## config.mk

```make
export PLATFORM = sky130hd
export DESIGN_NAME = rse_core
export DESIGN_NICKNAME = d
export VERILOG_FILES = /design/src/rtl/rse_pkg.sv /design/src/rtl/rse_core.sv /design/src/rtl/rse_decode.sv /design/src/rtl/rse_sbc_alu.sv
export SDC_FILE = /design/constraint.sdc
export NUM_CORES = 1
export LEC_CHECK = 0
export ABC_AREA = 1
export BUFFER_PORTS_ARGS = -buffer_cell sky130_fd_sc_hd__buf_4
export CAP_MARGIN = 10
export CORE_MARGIN = 4
export CORE_UTILIZATION = 50
export DETAILED_ROUTE_END_ITERATION = 10
export PLACE_DENSITY = 0.66
export SLEW_MARGIN = 30
export SYNTH_ARGS = -nofsm -noshare
export SYNTH_HDL_FRONTEND = slang
export SYNTH_SLANG_ARGS = --single-unit
```

## constraint.sdc

```tcl
create_clock -name pclk -period 3.6 [get_ports pclk]
set_input_delay 0.18 -clock pclk [delete_from_list [all_inputs] [get_ports pclk]]
set_output_delay 0.18 -clock pclk [all_outputs]
set_load 0.005 [all_outputs]
```

## src/rtl/rse_pkg.sv

```systemverilog
// package: constants for the return, subtract and stop execution block
// assumes a 32-bit apb register bus and a 25 MHz core clock
package rse_pkg;
  // ----------------------------------------
  // register byte offsets
  // ----------------------------------------
  localparam logic [7:0] OFS_INSTR = 8'h00;
  localparam logic [7:0] OFS_OPMODE = 8'h04;
  localparam logic [7:0] OFS_PLLCTL = 8'h08;
  localparam logic [7:0] OFS_STK_HI = 8'h0C;
  localparam logic [7:0] OFS_STK_LO = 8'h10;
  localparam logic [7:0] OFS_STK_LVL = 8'h14;
  localparam logic [7:0] OFS_PC = 8'h18;
  localparam logic [7:0] OFS_SR = 8'h1C;
  localparam logic [7:0] OFS_A_LO = 8'h20;
  localparam logic [7:0] OFS_A_HI = 8'h24;
  localparam logic [7:0] OFS_B_LO = 8'h28;
  localparam logic [7:0] OFS_B_HI = 8'h2C;
  localparam logic [7:0] OFS_X_LO = 8'h30;
  localparam logic [7:0] OFS_X_HI = 8'h34;
  localparam logic [7:0] OFS_Y_LO = 8'h38;
  localparam logic [7:0] OFS_Y_HI = 8'h3C;
  localparam logic [7:0] OFS_STATE = 8'h40;
  // ----------------------------------------
  // field positions and widths
  // ----------------------------------------
  localparam int SD_BIT = 6;           // stop_delay_select in op_mode_reg
  localparam int FAST_BIT = 5;         // fast_stop_exit in pll_ctrl_reg
  localparam int J_BIT = 4;            // sbc source select
  localparam int D_BIT = 3;            // destination accumulator select
  localparam int WORD_W = 24;
  localparam int LONG_W = 48;
  localparam int ACC_W = 56;
  localparam int LVL_W = 4;
  localparam int CNT_W = 17;
  localparam logic [23:0] RST_WORD = 24'h000000;
  // ----------------------------------------
  // opcode patterns (mask, value)
  // ----------------------------------------
  localparam logic [23:0] MSK_FULL = 24'hFFFFFF;
  localparam logic [23:0] MSK_LOW = 24'h0000F7;
  localparam logic [23:0] MSK_SBC = 24'h0000E7;
  localparam logic [23:0] OP_RTI = 24'h000004;
  localparam logic [23:0] OP_RTS = 24'h00000C;
  localparam logic [23:0] OP_STOP = 24'h000087;
  localparam logic [23:0] OP_ROR = 24'h000027;
  localparam logic [23:0] OP_SBC = 24'h000025;
  // ----------------------------------------
  // stop exit delays in clock cycles
  // ----------------------------------------
  localparam int SHORT_DELAY_CYC = 24;
  localparam int FAST_DELAY_HALF = 17;  // 8.5 cycles in half cycles
  localparam int FAST_DELAY_CYC = (FAST_DELAY_HALF + 1) / 2;  // rounded up
  // ----------------------------------------
  // core states and wake causes
  // ----------------------------------------
  typedef enum logic [1:0] {
    ST_RUN = 2'b00,
    ST_STOP = 2'b01,
    ST_DELAY = 2'b10,
    ST_RSTPROC = 2'b11
  } rse_state_t;
  typedef enum logic [1:0] {
    WK_NONE = 2'b00,
    WK_IRQ = 2'b01,
    WK_DBG = 2'b10
  } rse_wake_t;
  // opcode match used by all five instruction decode terms
  function automatic logic op_match(input logic [23:0] op, input logic [23:0] msk,
                                    input logic [23:0] val);
    op_match = ((op & msk) == val);
  endfunction
endpackage

```

## src/rtl/rse_core.sv

```systemverilog
// execution core for return, subtract-with-borrow, rotate decode and stop
// assumes apb master, synchronous pins, priority logic outside the block
//
// Functional notes
// - interrupt return pulls pc, status, decrements level
// - interrupt return restores all eight flags
// - subroutine return pulls pc only, decrements level
// - sbc computes dest minus source minus borrow
// - borrow valid when extension sign extends 47
// - sbc updates all eight flags
// - stop waits for reset, irq a, debug
// - stop gates clock off internally
// - stop idles memory port, floats data
// - reset pin wake enters reset processing
// - irq wake services highest pending interrupt
// - no pending interrupt resumes after stop
// - exit delay counts long, short, fast
// - delay select and fast exit bit positions
// - peripherals and interrupts held during delay
// - irq asserted at stop skips gating
`timescale 1ns/1ps
module rse_core import rse_pkg::*; #(
  parameter int unsigned STOP_LONG_CYC = 131070  // long stop exit delay
) (
  input wire logic pclk,              // core clock 25 MHz
  input wire logic presetn,           // async reset, active low
  input wire logic ce,                // clock enable, freezes state
  input wire logic psel,              // apb select
  input wire logic penable,           // apb enable
  input wire logic pwrite,            // apb direction
  input wire logic [7:0] paddr,       // apb byte address
  input wire logic [31:0] pwdata,     // apb write data
  output logic [31:0] prdata,         // apb read data
  output logic pready,                // apb ready
  output logic pslverr,               // apb error on unmapped address
  input wire logic hw_reset_n,        // reset pin
  input wire logic ext_int_a_n,       // ext_int_a_pin, active low
  input wire logic dbg_req,           // debug request command pulse
  input wire logic int_pending,       // some interrupt pending
  output logic clk_gate_off,          // oscillator gated
  output logic port_idle,             // memory controls inactive
  output logic mem_data_oe,           // memory data drive enable
  output logic periph_hold,           // peripherals and interrupts cleared
  output logic reset_proc,            // reset processing state
  output logic service_int,           // pulse: arbitrate and service
  output logic resume_exec,           // pulse: continue after stop
  output logic debug_handoff          // pulse: control to debug logic
);
  // ----------------------------------------
  // architectural registers
  // ----------------------------------------
  logic [23:0] program_counter;      // pc
  logic [23:0] status_word;          // sr, cond_flags in low byte
  logic [23:0] stack_top_high;       // stacked pc
  logic [23:0] stack_top_low;        // stacked status
  logic [LVL_W-1:0] stack_level;     // stack pointer
  logic [23:0] op_mode_reg;          // operating mode
  logic [23:0] pll_ctrl_reg;         // clock generator control
  logic [55:0] acc_a_reg;            // accumulator a
  logic [55:0] acc_b_reg;            // accumulator b
  logic [47:0] x_reg;                // x pair
  logic [47:0] y_reg;                // y pair
  rse_state_t state_reg;             // core state
  rse_state_t state_next;            // next core state
  rse_wake_t wake_reg;               // cause of wake-up
  logic [CNT_W-1:0] cnt_reg;         // stop exit delay counter
  logic [CNT_W-1:0] cnt_load;        // selected delay
  // ----------------------------------------
  // apb decode
  // ----------------------------------------
  wire logic acc_phase = psel & penable;
  wire logic wr_now = acc_phase & pready & pwrite;  // write lands on ready edge
  wire logic mapped = (paddr <= OFS_STATE) && (paddr[1:0] == 2'b00);
  function automatic logic hit(input logic [7:0] a, input logic [7:0] ofs);
    hit = (a == ofs);
  endfunction
  // ----------------------------------------
  // instruction decode and alu
  // ----------------------------------------
  logic is_ror;
  logic is_rti;
  logic is_rts;
  logic is_sbc;
  logic is_stop;
  logic src_y;
  logic dest_b;
  logic [55:0] sbc_res;
  logic [7:0] sbc_flags;
  rse_decode u_dec (
    .opcode(pwdata[23:0]),
    .is_ror(is_ror),
    .is_rti(is_rti),
    .is_rts(is_rts),
    .is_sbc(is_sbc),
    .is_stop(is_stop),
    .src_y(src_y),
    .dest_b(dest_b)
  );
  rse_sbc_alu u_alu (
    .dst(dest_b ? acc_b_reg : acc_a_reg),
    .src(src_y ? y_reg : x_reg),
    .flags(status_word[7:0]),
    .result(sbc_res),
    .flags_next(sbc_flags)
  );
  // instructions are only taken while the core runs
  wire logic exec = ce & wr_now & hit(paddr, OFS_INSTR) & (state_reg == ST_RUN);
  wire logic do_rti = exec & is_rti;
  wire logic do_rts = exec & is_rts;
  wire logic do_sbc = exec & is_sbc;
  wire logic do_stop = exec & is_stop;
  wire logic sw_wr = ce & wr_now;
  // ----------------------------------------
  // stop sequencing
  // ----------------------------------------
  wire logic fast_sel = pll_ctrl_reg[FAST_BIT];
  wire logic sd_sel = op_mode_reg[SD_BIT];
  // fast exit wins over the delay select
  assign cnt_load = fast_sel ? CNT_W'(FAST_DELAY_CYC) :
                    sd_sel ? CNT_W'(SHORT_DELAY_CYC) : CNT_W'(STOP_LONG_CYC);
  wire logic cnt_done = (state_reg == ST_DELAY) && (cnt_reg == CNT_W'(1));
  wire logic in_stop = (state_reg == ST_STOP);
  wire logic wake_rst = in_stop & ~hw_reset_n;
  wire logic wake_irq = in_stop & hw_reset_n & ~ext_int_a_n;
  wire logic wake_dbg = in_stop & hw_reset_n & ext_int_a_n & dbg_req;
  always_comb begin
    state_next = state_reg;
    case (state_reg)
      ST_RUN: begin
        // irq a already low at stop: no gating, delay only
        if (do_stop) begin
          state_next = ext_int_a_n ? ST_STOP : ST_DELAY;
        end
      end
      ST_STOP: begin
        // nothing else moves until one wake source appears
        if (wake_rst) begin
          state_next = ST_RSTPROC;
        end else if (wake_irq | wake_dbg) begin
          state_next = ST_DELAY;
        end
      end
      ST_DELAY: begin
        if (cnt_done) begin
          state_next = ST_RUN;
        end
      end
      ST_RSTPROC: begin
        if (hw_reset_n) begin
          state_next = ST_RUN;
        end
      end
      default: begin
        state_next = ST_RUN;
      end
    endcase
  end
  // state, wake cause and delay counter
  always_ff @(posedge pclk or negedge presetn) begin
    if (!presetn) begin
      state_reg <= ST_RUN;
      wake_reg <= WK_NONE;
      cnt_reg <= '0;
    end else if (ce) begin
      state_reg <= state_next;
      if (do_stop) begin
        wake_reg <= ext_int_a_n ? WK_NONE : WK_IRQ;
      end else if (wake_irq) begin
        wake_reg <= WK_IRQ;
      end else if (wake_dbg) begin
        wake_reg <= WK_DBG;
      end
      if (state_next == ST_DELAY && state_reg != ST_DELAY) begin
        cnt_reg <= cnt_load;
      end else if (state_reg == ST_DELAY) begin
        cnt_reg <= cnt_reg - CNT_W'(1);
      end
    end
  end
  // ----------------------------------------
  // stop side outputs
  // ----------------------------------------
  // all registered so the pins never glitch while the clock is gated
  always_ff @(posedge pclk or negedge presetn) begin
    if (!presetn) begin
      clk_gate_off <= 1'b0;
      port_idle <= 1'b0;
      mem_data_oe <= 1'b1;
      periph_hold <= 1'b0;
      reset_proc <= 1'b0;
      service_int <= 1'b0;
      resume_exec <= 1'b0;
      debug_handoff <= 1'b0;
    end else if (ce) begin
      clk_gate_off <= (state_next == ST_STOP);
      port_idle <= (state_next == ST_STOP);
      mem_data_oe <= (state_next != ST_STOP);
      periph_hold <= (state_next == ST_DELAY) | (state_next == ST_STOP);
      reset_proc <= (state_next == ST_RSTPROC);
      // only one of the three exits fires when the count ends
      debug_handoff <= cnt_done & (wake_reg == WK_DBG);
      service_int <= cnt_done & (wake_reg != WK_DBG) & int_pending;
      resume_exec <= cnt_done & (wake_reg != WK_DBG) & ~int_pending;
    end
  end
  // ----------------------------------------
  // program counter, status and stack
  // ----------------------------------------
  // any other taken instruction steps the pc, so stop resumes at the next word
  always_ff @(posedge pclk or negedge presetn) begin
    if (!presetn) begin
      program_counter <= RST_WORD;
      status_word <= RST_WORD;
      stack_top_high <= RST_WORD;
      stack_top_low <= RST_WORD;
      stack_level <= '0;
    end else begin
      if (do_rti | do_rts) begin
        program_counter <= stack_top_high;
        stack_level <= stack_level - LVL_W'(1);
      end else if (exec) begin
        program_counter <= program_counter + 24'h000001;
      end else if (sw_wr && hit(paddr, OFS_PC)) begin
        program_counter <= pwdata[23:0];
      end
      if (do_rti) begin
        status_word <= stack_top_low;
      end else if (do_sbc) begin
        status_word <= {status_word[23:8], sbc_flags};
      end else if (sw_wr && hit(paddr, OFS_SR)) begin
        status_word <= pwdata[23:0];
      end
      if (sw_wr && hit(paddr, OFS_STK_HI)) begin
        stack_top_high <= pwdata[23:0];
      end
      if (sw_wr && hit(paddr, OFS_STK_LO)) begin
        stack_top_low <= pwdata[23:0];
      end
      if (sw_wr && hit(paddr, OFS_STK_LVL) && !(do_rti | do_rts)) begin
        stack_level <= pwdata[LVL_W-1:0];
      end
    end
  end
  // ----------------------------------------
  // data registers
  // ----------------------------------------
  always_ff @(posedge pclk or negedge presetn) begin
    if (!presetn) begin
      op_mode_reg <= RST_WORD;
      pll_ctrl_reg <= RST_WORD;
      acc_a_reg <= '0;
      acc_b_reg <= '0;
      x_reg <= '0;
      y_reg <= '0;
    end else if (sw_wr) begin
      if (hit(paddr, OFS_OPMODE)) op_mode_reg <= pwdata[23:0];
      if (hit(paddr, OFS_PLLCTL)) pll_ctrl_reg <= pwdata[23:0];
      if (do_sbc && !dest_b) acc_a_reg <= sbc_res;
      else if (hit(paddr, OFS_A_LO)) acc_a_reg[31:0] <= pwdata;
      else if (hit(paddr, OFS_A_HI)) acc_a_reg[55:32] <= pwdata[23:0];
      if (do_sbc && dest_b) acc_b_reg <= sbc_res;
      else if (hit(paddr, OFS_B_LO)) acc_b_reg[31:0] <= pwdata;
      else if (hit(paddr, OFS_B_HI)) acc_b_reg[55:32] <= pwdata[23:0];
      if (hit(paddr, OFS_X_LO)) x_reg[23:0] <= pwdata[23:0];
      if (hit(paddr, OFS_X_HI)) x_reg[47:24] <= pwdata[23:0];
      if (hit(paddr, OFS_Y_LO)) y_reg[23:0] <= pwdata[23:0];
      if (hit(paddr, OFS_Y_HI)) y_reg[47:24] <= pwdata[23:0];
    end
  end
  // ----------------------------------------
  // apb read and answer
  // ----------------------------------------
  logic [31:0] rd_mux;
  always_comb begin
    case (paddr)
      OFS_OPMODE: rd_mux = {8'h00, op_mode_reg};
      OFS_PLLCTL: rd_mux = {8'h00, pll_ctrl_reg};
      OFS_STK_HI: rd_mux = {8'h00, stack_top_high};
      OFS_STK_LO: rd_mux = {8'h00, stack_top_low};
      OFS_STK_LVL: rd_mux = {28'h0000000, stack_level};
      OFS_PC: rd_mux = {8'h00, program_counter};
      OFS_SR: rd_mux = {8'h00, status_word};
      OFS_A_LO: rd_mux = acc_a_reg[31:0];
      OFS_A_HI: rd_mux = {8'h00, acc_a_reg[55:32]};
      OFS_B_LO: rd_mux = acc_b_reg[31:0];
      OFS_B_HI: rd_mux = {8'h00, acc_b_reg[55:32]};
      OFS_X_LO: rd_mux = {8'h00, x_reg[23:0]};
      OFS_X_HI: rd_mux = {8'h00, x_reg[47:24]};
      OFS_Y_LO: rd_mux = {8'h00, y_reg[23:0]};
      OFS_Y_HI: rd_mux = {8'h00, y_reg[47:24]};
      OFS_STATE: rd_mux = {26'h0000000, wake_reg, clk_gate_off, periph_hold, state_reg};
      default: rd_mux = 32'h00000000;
    endcase
  end
  // one wait state: ready rises in the second access cycle
  always_ff @(posedge pclk or negedge presetn) begin
    if (!presetn) begin
      pready <= 1'b0;
      prdata <= 32'h00000000;
      pslverr <= 1'b0;
    end else if (ce) begin
      pready <= acc_phase & ~pready;
      pslverr <= acc_phase & ~pready & ~mapped;
      if (acc_phase & ~pready & ~pwrite) prdata <= rd_mux;
    end
  end
  // ----------------------------------------
  // assertions
  // ----------------------------------------
  AST_RTI_PC: assert property (@(posedge pclk) disable iff (!presetn)
    do_rti |=> program_counter == $past(stack_top_high) && stack_level == $past(stack_level) - LVL_W'(1))
    else $error("interrupt return did not pull pc or drop level");
  AST_RTI_FLAGS: assert property (@(posedge pclk) disable iff (!presetn)
    do_rti |=> status_word[7:0] == $past(stack_top_low[7:0]))
    else $error("interrupt return flags differ from stack");
  AST_RTS_SR: assert property (@(posedge pclk) disable iff (!presetn)
    do_rts |=> $stable(status_word) && program_counter == $past(stack_top_high))
    else $error("subroutine return changed status or missed pc");
  AST_SBC_DST: assert property (@(posedge pclk) disable iff (!presetn)
    do_sbc && !dest_b |=> acc_a_reg == $past(sbc_res) && status_word[7:0] == $past(sbc_flags))
    else $error("sbc result or flags not written");
  AST_ROR_FLAGS: assert property (@(posedge pclk) disable iff (!presetn)
    (exec && (is_ror || is_stop)) |=> $stable(status_word))
    else $error("rotate or stop touched flags");
  AST_STOP_GATE: assert property (@(posedge pclk) disable iff (!presetn)
    do_stop && ext_int_a_n |=> clk_gate_off && port_idle && !mem_data_oe)
    else $error("stop did not gate clock and idle port");
  AST_IRQ_NOGATE: assert property (@(posedge pclk) disable iff (!presetn)
    do_stop && !ext_int_a_n |=> !clk_gate_off && state_reg == ST_DELAY && periph_hold)
    else $error("stop with irq low gated clock");
  AST_FAST_CNT: assert property (@(posedge pclk) disable iff (!presetn)
    ce && state_reg != ST_DELAY && state_next == ST_DELAY && fast_sel |=> cnt_reg == CNT_W'(FAST_DELAY_CYC))
    else $error("fast exit count not loaded");
  AST_RST_WAKE: assert property (@(posedge pclk) disable iff (!presetn)
    ce && wake_rst |=> reset_proc && state_reg == ST_RSTPROC)
    else $error("reset pin did not enter reset processing");
  AST_EXIT: assert property (@(posedge pclk) disable iff (!presetn)
    ce && cnt_done && wake_reg == WK_IRQ && int_pending |=> service_int && !resume_exec && !periph_hold)
    else $error("interrupt not serviced at delay end");
endmodule // rse_core

```

## src/rtl/rse_decode.sv

```systemverilog
// opcode classifier for the five handled instructions
// assumes a 24-bit opcode word held stable by the caller
`timescale 1ns/1ps
module rse_decode import rse_pkg::*; (
  input wire logic [23:0] opcode,  // instruction word
  output logic is_ror,             // rotate_right_op
  output logic is_rti,             // interrupt_return_op
  output logic is_rts,             // subroutine return
  output logic is_sbc,             // subtract_with_borrow_op
  output logic is_stop,            // stop
  output logic src_y,              // sbc source is y pair
  output logic dest_b              // destination is accumulator b
);
  // ----------------------------------------
  // decode terms
  // ----------------------------------------
  // upper bits of ror and sbc carry the parallel move field, so ror compares the low byte less the d bit, sbc the low byte less the d and j bits
  assign is_ror = op_match(opcode, MSK_LOW, OP_ROR);
  assign is_rti = op_match(opcode, MSK_FULL, OP_RTI);
  assign is_rts = op_match(opcode, MSK_FULL, OP_RTS);
  assign is_sbc = op_match(opcode, MSK_SBC, OP_SBC);
  assign is_stop = op_match(opcode, MSK_FULL, OP_STOP);
  assign src_y = opcode[J_BIT];
  assign dest_b = opcode[D_BIT];
endmodule // rse_decode

```

## src/rtl/rse_sbc_alu.sv

```systemverilog
// long subtract with borrow and its condition flags
// assumes flags ordered s,l,e,u,n,z,v,c from bit 7 down to bit 0
`timescale 1ns/1ps
module rse_sbc_alu import rse_pkg::*; (
  input wire logic [55:0] dst,    // destination accumulator
  input wire logic [47:0] src,    // x or y long word
  input wire logic [7:0] flags,   // current cond_flags
  output logic [55:0] result,     // difference
  output logic [7:0] flags_next   // updated cond_flags
);
  // ----------------------------------------
  // arithmetic
  // ----------------------------------------
  wire logic [55:0] src_ext = {{(ACC_W - LONG_W){src[LONG_W - 1]}}, src};  // sign extend
  wire logic [56:0] diff = {1'b0, dst} - {1'b0, src_ext} - {56'h00000000000000, flags[0]};
  wire logic ovf = (dst[55] ^ src_ext[55]) & (dst[55] ^ diff[55]);
  wire logic ext_used = ~((&diff[55:47]) | ~(|diff[55:47]));
  assign result = diff[55:0];
  // ----------------------------------------
  // flags by standard definition
  // ----------------------------------------
  // borrow is only meaningful across words when the extension mirrors bit 47
  assign flags_next = {flags[7] | (diff[46] ^ diff[45]),   // s sticky
                       flags[6] | ovf,                     // l sticky
                       ext_used,                           // e
                       ~(diff[47] ^ diff[46]),             // u
                       diff[55],                           // n
                       ~(|diff[55:0]),                     // z
                       ovf,                                // v
                       diff[56]};
endmodule // rse_sbc_alu

```

==> impl_table.tex <==
\begin{tabular}{lr}
\hline
Metric & Value \\
\hline
\multicolumn{2}{l}{\textbf{Route}} \\
\quad Remaining routing DRC violations & 0 \\
\quad WL per Instance & 22.7 um \\
\quad Met3 WL post-DR & 14300 um \\
\quad Routed via count & 31500 \\
\quad Via count normalized by instance count & 5.79 \\
\quad Residual antenna-violating net count after detailed routing & 0 \\
\quad First-pass iteration count of the detailed router & 7 \\
\quad Met1 routed wirelength after detailed routing & 48600 um \\
\quad Detailed router's first-iteration violation count & 4195 \\
\quad Uppermost layer routed & met5 \\
\quad Total wirelength of the detailed-routed design & 124000 um \\
\quad Met2 Routed Length & 52500 um \\
\multicolumn{2}{l}{\textbf{Die}} \\
\quad Initial standard-cell utilization of the core & 0.509 \\
\quad Ports placed on the boundary & 92 \\
\quad Core region area & 54200 um2 \\
\quad Number of rows in the core area & 85 \\
\quad Vert. Die Dim & 243 um \\
\quad Total Die Area & 59100 um2 \\
\quad Die width & 243 um \\
\multicolumn{2}{l}{\textbf{Logic synthesis}} \\
\quad Leading cell type by number of instances after synthesis & sky130\_fd\_sc\_hd\_\_nand2\_1 \\
\quad Number of synthesized flops with an enable pin & 0 \\
\quad Most common library cells after synthesis & 1203 x sky130\_fd\_sc\_hd\_\_nand2\_1, 581 x sky130\_fd\_sc\_hd\_\_inv\_1, 482 x sky130\_fd\_sc\_hd\_\_o21ai\_0, 417 x sky130\_fd\_sc\_hd\_\_dfrtp\_1, 285 x sky130\_fd\_sc\_hd\_\_nor2\_1 \\
\quad Cells taking the most area after synthesis & sky130\_fd\_sc\_hd\_\_dfrtp\_1 38\%, sky130\_fd\_sc\_hd\_\_nand2\_1 16\%, sky130\_fd\_sc\_hd\_\_o21ai\_0 8.7\% \\
\quad Dominant register cell in the synthesized netlist & sky130\_fd\_sc\_hd\_\_dfrtp\_1 \\
\quad FFs w/ async S/R, synth & 1.00 \\
\quad Share of Yosys cell area claimed by the top area cell type & 0.378 \\
\quad Sequential fraction of the synthesis area & 0.379 \\
\quad Gate count of the mapped netlist & $\sim$4000 \\
\quad Post-synthesis cell type with the largest combined area & sky130\_fd\_sc\_hd\_\_dfrtp\_1 \\
\quad Warning count from the yosys run & 0 \\
\quad Synth cell types & a little under 70 \\
\quad Area of the mapped netlist & 27600 um2 \\
\quad Number of synthesized register bits & about 420 \\
\quad Synthesized area divided by synthesized cell count & around 6.9 um2 \\
\quad Synthesized Nets & 4153 \\
\multicolumn{2}{l}{\textbf{STA}} \\
\quad Slew headroom & 0.302 \\
\quad Time the worst path needs with I/O delays and setup & 3.64 ns \\
\quad RSZ-0062 raised after global routing & yes \\
\quad Worst hold-check slack & 0.0367 ns \\
\quad Number of max-slew violations in the final report & 0 \\
\quad Tightest Pin Transition & between 1 and 1.5 ns \\
\quad Setup WS post-layout & -0.0435 ns \\
\quad Final critical-path share of the clock period & 1.01 \\
\quad Achievable frequency & 274 MHz \\
\quad Final Hold Fails & 0 \\
\quad Final setup violation count & 1 \\
\quad Worst clock skew & between 0.02 and 0.03 ns \\
\multicolumn{2}{l}{\textbf{Run}} \\
\quad Number of violations of the max-capacitance limit & 0 \\
\multicolumn{2}{l}{\textbf{GRT}} \\
\quad Total GRT Usage & 0.403 \\
\quad Largest net degree at the start of global routing & 94 \\
\quad Antenna violations before repair & 5 \\
\quad Via count of the first global-routing pass & 29400 \\
\quad Gr ovfl total & 0 \\
\quad Global-route wire length before repair & 182000 um \\
\multicolumn{2}{l}{\textbf{Critical path}} \\
\quad Delay contributed by the slowest stage of the critical path & 0.46 ns \\
\quad Maximum fanout along the worst path & 4 \\
\quad Slowest cell on the critical path & sky130\_fd\_sc\_hd\_\_dfrtp\_1 \\
\quad WS Path Type & reg2reg \\
\quad Arrival time of the worst setup path & 4.19 ns \\
\quad Sort of element at the start of the critical path & flop \\
\quad Startpoint of the worst register-to-register path & y\_reg[35] \\
\quad Startpoint of the worst setup timing path & y\_reg[35] \\
\quad Worst Setup End Kind & flop \\
\quad Library cell appearing most often on the critical path & sky130\_fd\_sc\_hd\_\_nand2\_1 \\
\quad Worst path required time & around 4.1 ns \\
\quad Worst-case reg-to-reg path depth & 29 \\
\multicolumn{2}{l}{\textbf{Place}} \\
\quad Placed wire-length estimate after detailed placement & 94800 um \\
\quad Count of port buffers added during placement & 91 \\
\quad Placed standard-cell area & 33800 um2 \\
\quad Final GP Congestion & between 1 and 1.5 \\
\multicolumn{2}{l}{\textbf{CTS}} \\
\quad CTS tree & built \\
\quad Worst-path clk slew & 0.06 ns \\
\quad CTS H-Tree Depth & 2 \\
\quad Number of buffers created by CTS & 47 \\
\quad Clock tree buffer depth & 3 \\
\quad Clock Sinks & 418 \\
\quad Clock root cell & sky130\_fd\_sc\_hd\_\_clkbuf\_16 \\
\quad Clock latency at the later pin of the worst-skew pair & 0.61 ns \\
\multicolumn{2}{l}{\textbf{Outcome}} \\
\quad Result of the run & finished with violations \\
\quad Violations in the final reports & setup timing \\
\multicolumn{2}{l}{\textbf{Power}} \\
\quad Maximum ir drop on the vdd rail & a little over 0.3 mV \\
\quad Power density over the cells & 332 nW/um2 \\
\quad Static leakage power & 0.0190 uW \\
\multicolumn{2}{l}{\textbf{Cells and area}} \\
\quad Syn-to-layout area delta & 35.4\% \\
\quad Fin nets & 4876 \\
\quad Area of all placed cells without fillers & 37400 um2 \\
\quad Share of post-route cells with drive strength above 1 & 0.260 \\
\multicolumn{2}{l}{\textbf{Hold path}} \\
\quad Hold path start & ext\_int\_a\_n \\
\quad Count of cells along the worst hold path & 5 \\
\quad Hold crit path type & in2reg \\
\hline
\end{tabular}
-- cells in the final DEF, fill, tap and decap left out, drive strengths merged, types with 5 or more instances in the layout --
cell type    count
a211oi          16
a21o            14
a21oi          128
a221oi          56
a22oi           23
a31oi           74
a32o             7
buf            804
clkbuf          68
clkinv          14
dfrtp          417
dlygate4sd3     32
ha             116
inv            605
mux2i            7
nand2         1214
nand3          119
nand3b          14
nand4           32
nor2           298
nor3            30
nor4            11
o2111ai          5
o211ai           7
o21ai          507
o21bai           8
o22ai           48
xnor2            9
xor2            30
-- critical path: cells and delay by family (launching register included) --
family | cells | cell delay (ns)
simple gates | 20 | 1.79
fa+ha+maj | 3 | 0.67
flops | 1 | 0.46
compound gates | 2 | 0.29
buf+inv | 3 | 0.23
xor+xnor | 1 | 0.15
-- report_power, final --
group / leakage [uW] / switching (uW) / internal (uW) / total, uW
clock: 0.000780 / 2120 / 2920 / 5040
combinational: 0.0128 / 1470 / 962 / 2430
sequential: 0.00540 / 111 / 4850 / 4960
total: 0.0190 / 3700 / 8730 / 12400
-- layout make-up --
cell class / instances / area (um2)
timing repair buffer: 836 / 6600
clock buffer: 68 / 1360
clock inverter: 18 / 239
inverter: 607 / 2290
tap: 696 / 871
antenna: 2 / 5.00
multi-input combinational: 2798 / 15600
fill: 4806 / 16800
sequential: 418 / 10500
-- what timing repair did --
| action | 4_1_cts | 5_1_grt |
|---|---|---|
| buffers inserted | 3 | 31 |
| endpoints found under the setup margin | 15 | 18 |
| pin swaps | 6 | 85 |
| gates resized for setup | 76 | 303 |
| hold buffers | 32 | 0 |
| endpoints found under the hold margin | 158 | 0 |
-- final timing paths --
check | end | slack [ns]
setup / recovery | status_word[2] | -0.04
hold / removal | state_reg[0] | 0.04
setup reg to reg | status_word[2] | -0.04
hold reg to reg | prdata[4] | 0.48
max in group asynchronous | x_reg[35] | 2.47
min in group asynchronous | cnt_reg[4] | 0.23
-- per-stage QoR --
stage | total power [uW] | setup WS (ns) | utilization | setup TNS [ns] | instances
after floorplan | 6110 | 0.00713 | - | 0 | 3985
after global placement | 7230 | -0.861 | 0.624 | -11.47 | 5293
after detailed placement | 7260 | -0.913 | 0.624 | -11.54 | 5293
after CTS | 12300 | -0.0538 | 0.665 | -0.0978 | 5414
after global routing | 12900 | -0.252 | 0.689 | -0.464 | 5441
final | 12400 | -0.0435 | 0.689 | -0.0435 | 5443
-- kinds of logic after synthesis --
family          share of synthesized area
compound gates                      0.188
mux                               0.00294
xor+xnor                           0.0126
buf+inv                             0.109
simple gates                        0.255
fa+ha+maj                          0.0540
flops                               0.379
-- per-layer routing --
layer | GRT usage | vias to the layer above
met5 | 0 | -
met4 | 0.213 | 8
met3 | 0.0949 | 461
met2 | 0.603 | 2021
met1 | 0.543 | 14600
li1 | - | 14400
(Power assumes the default switching activity.)
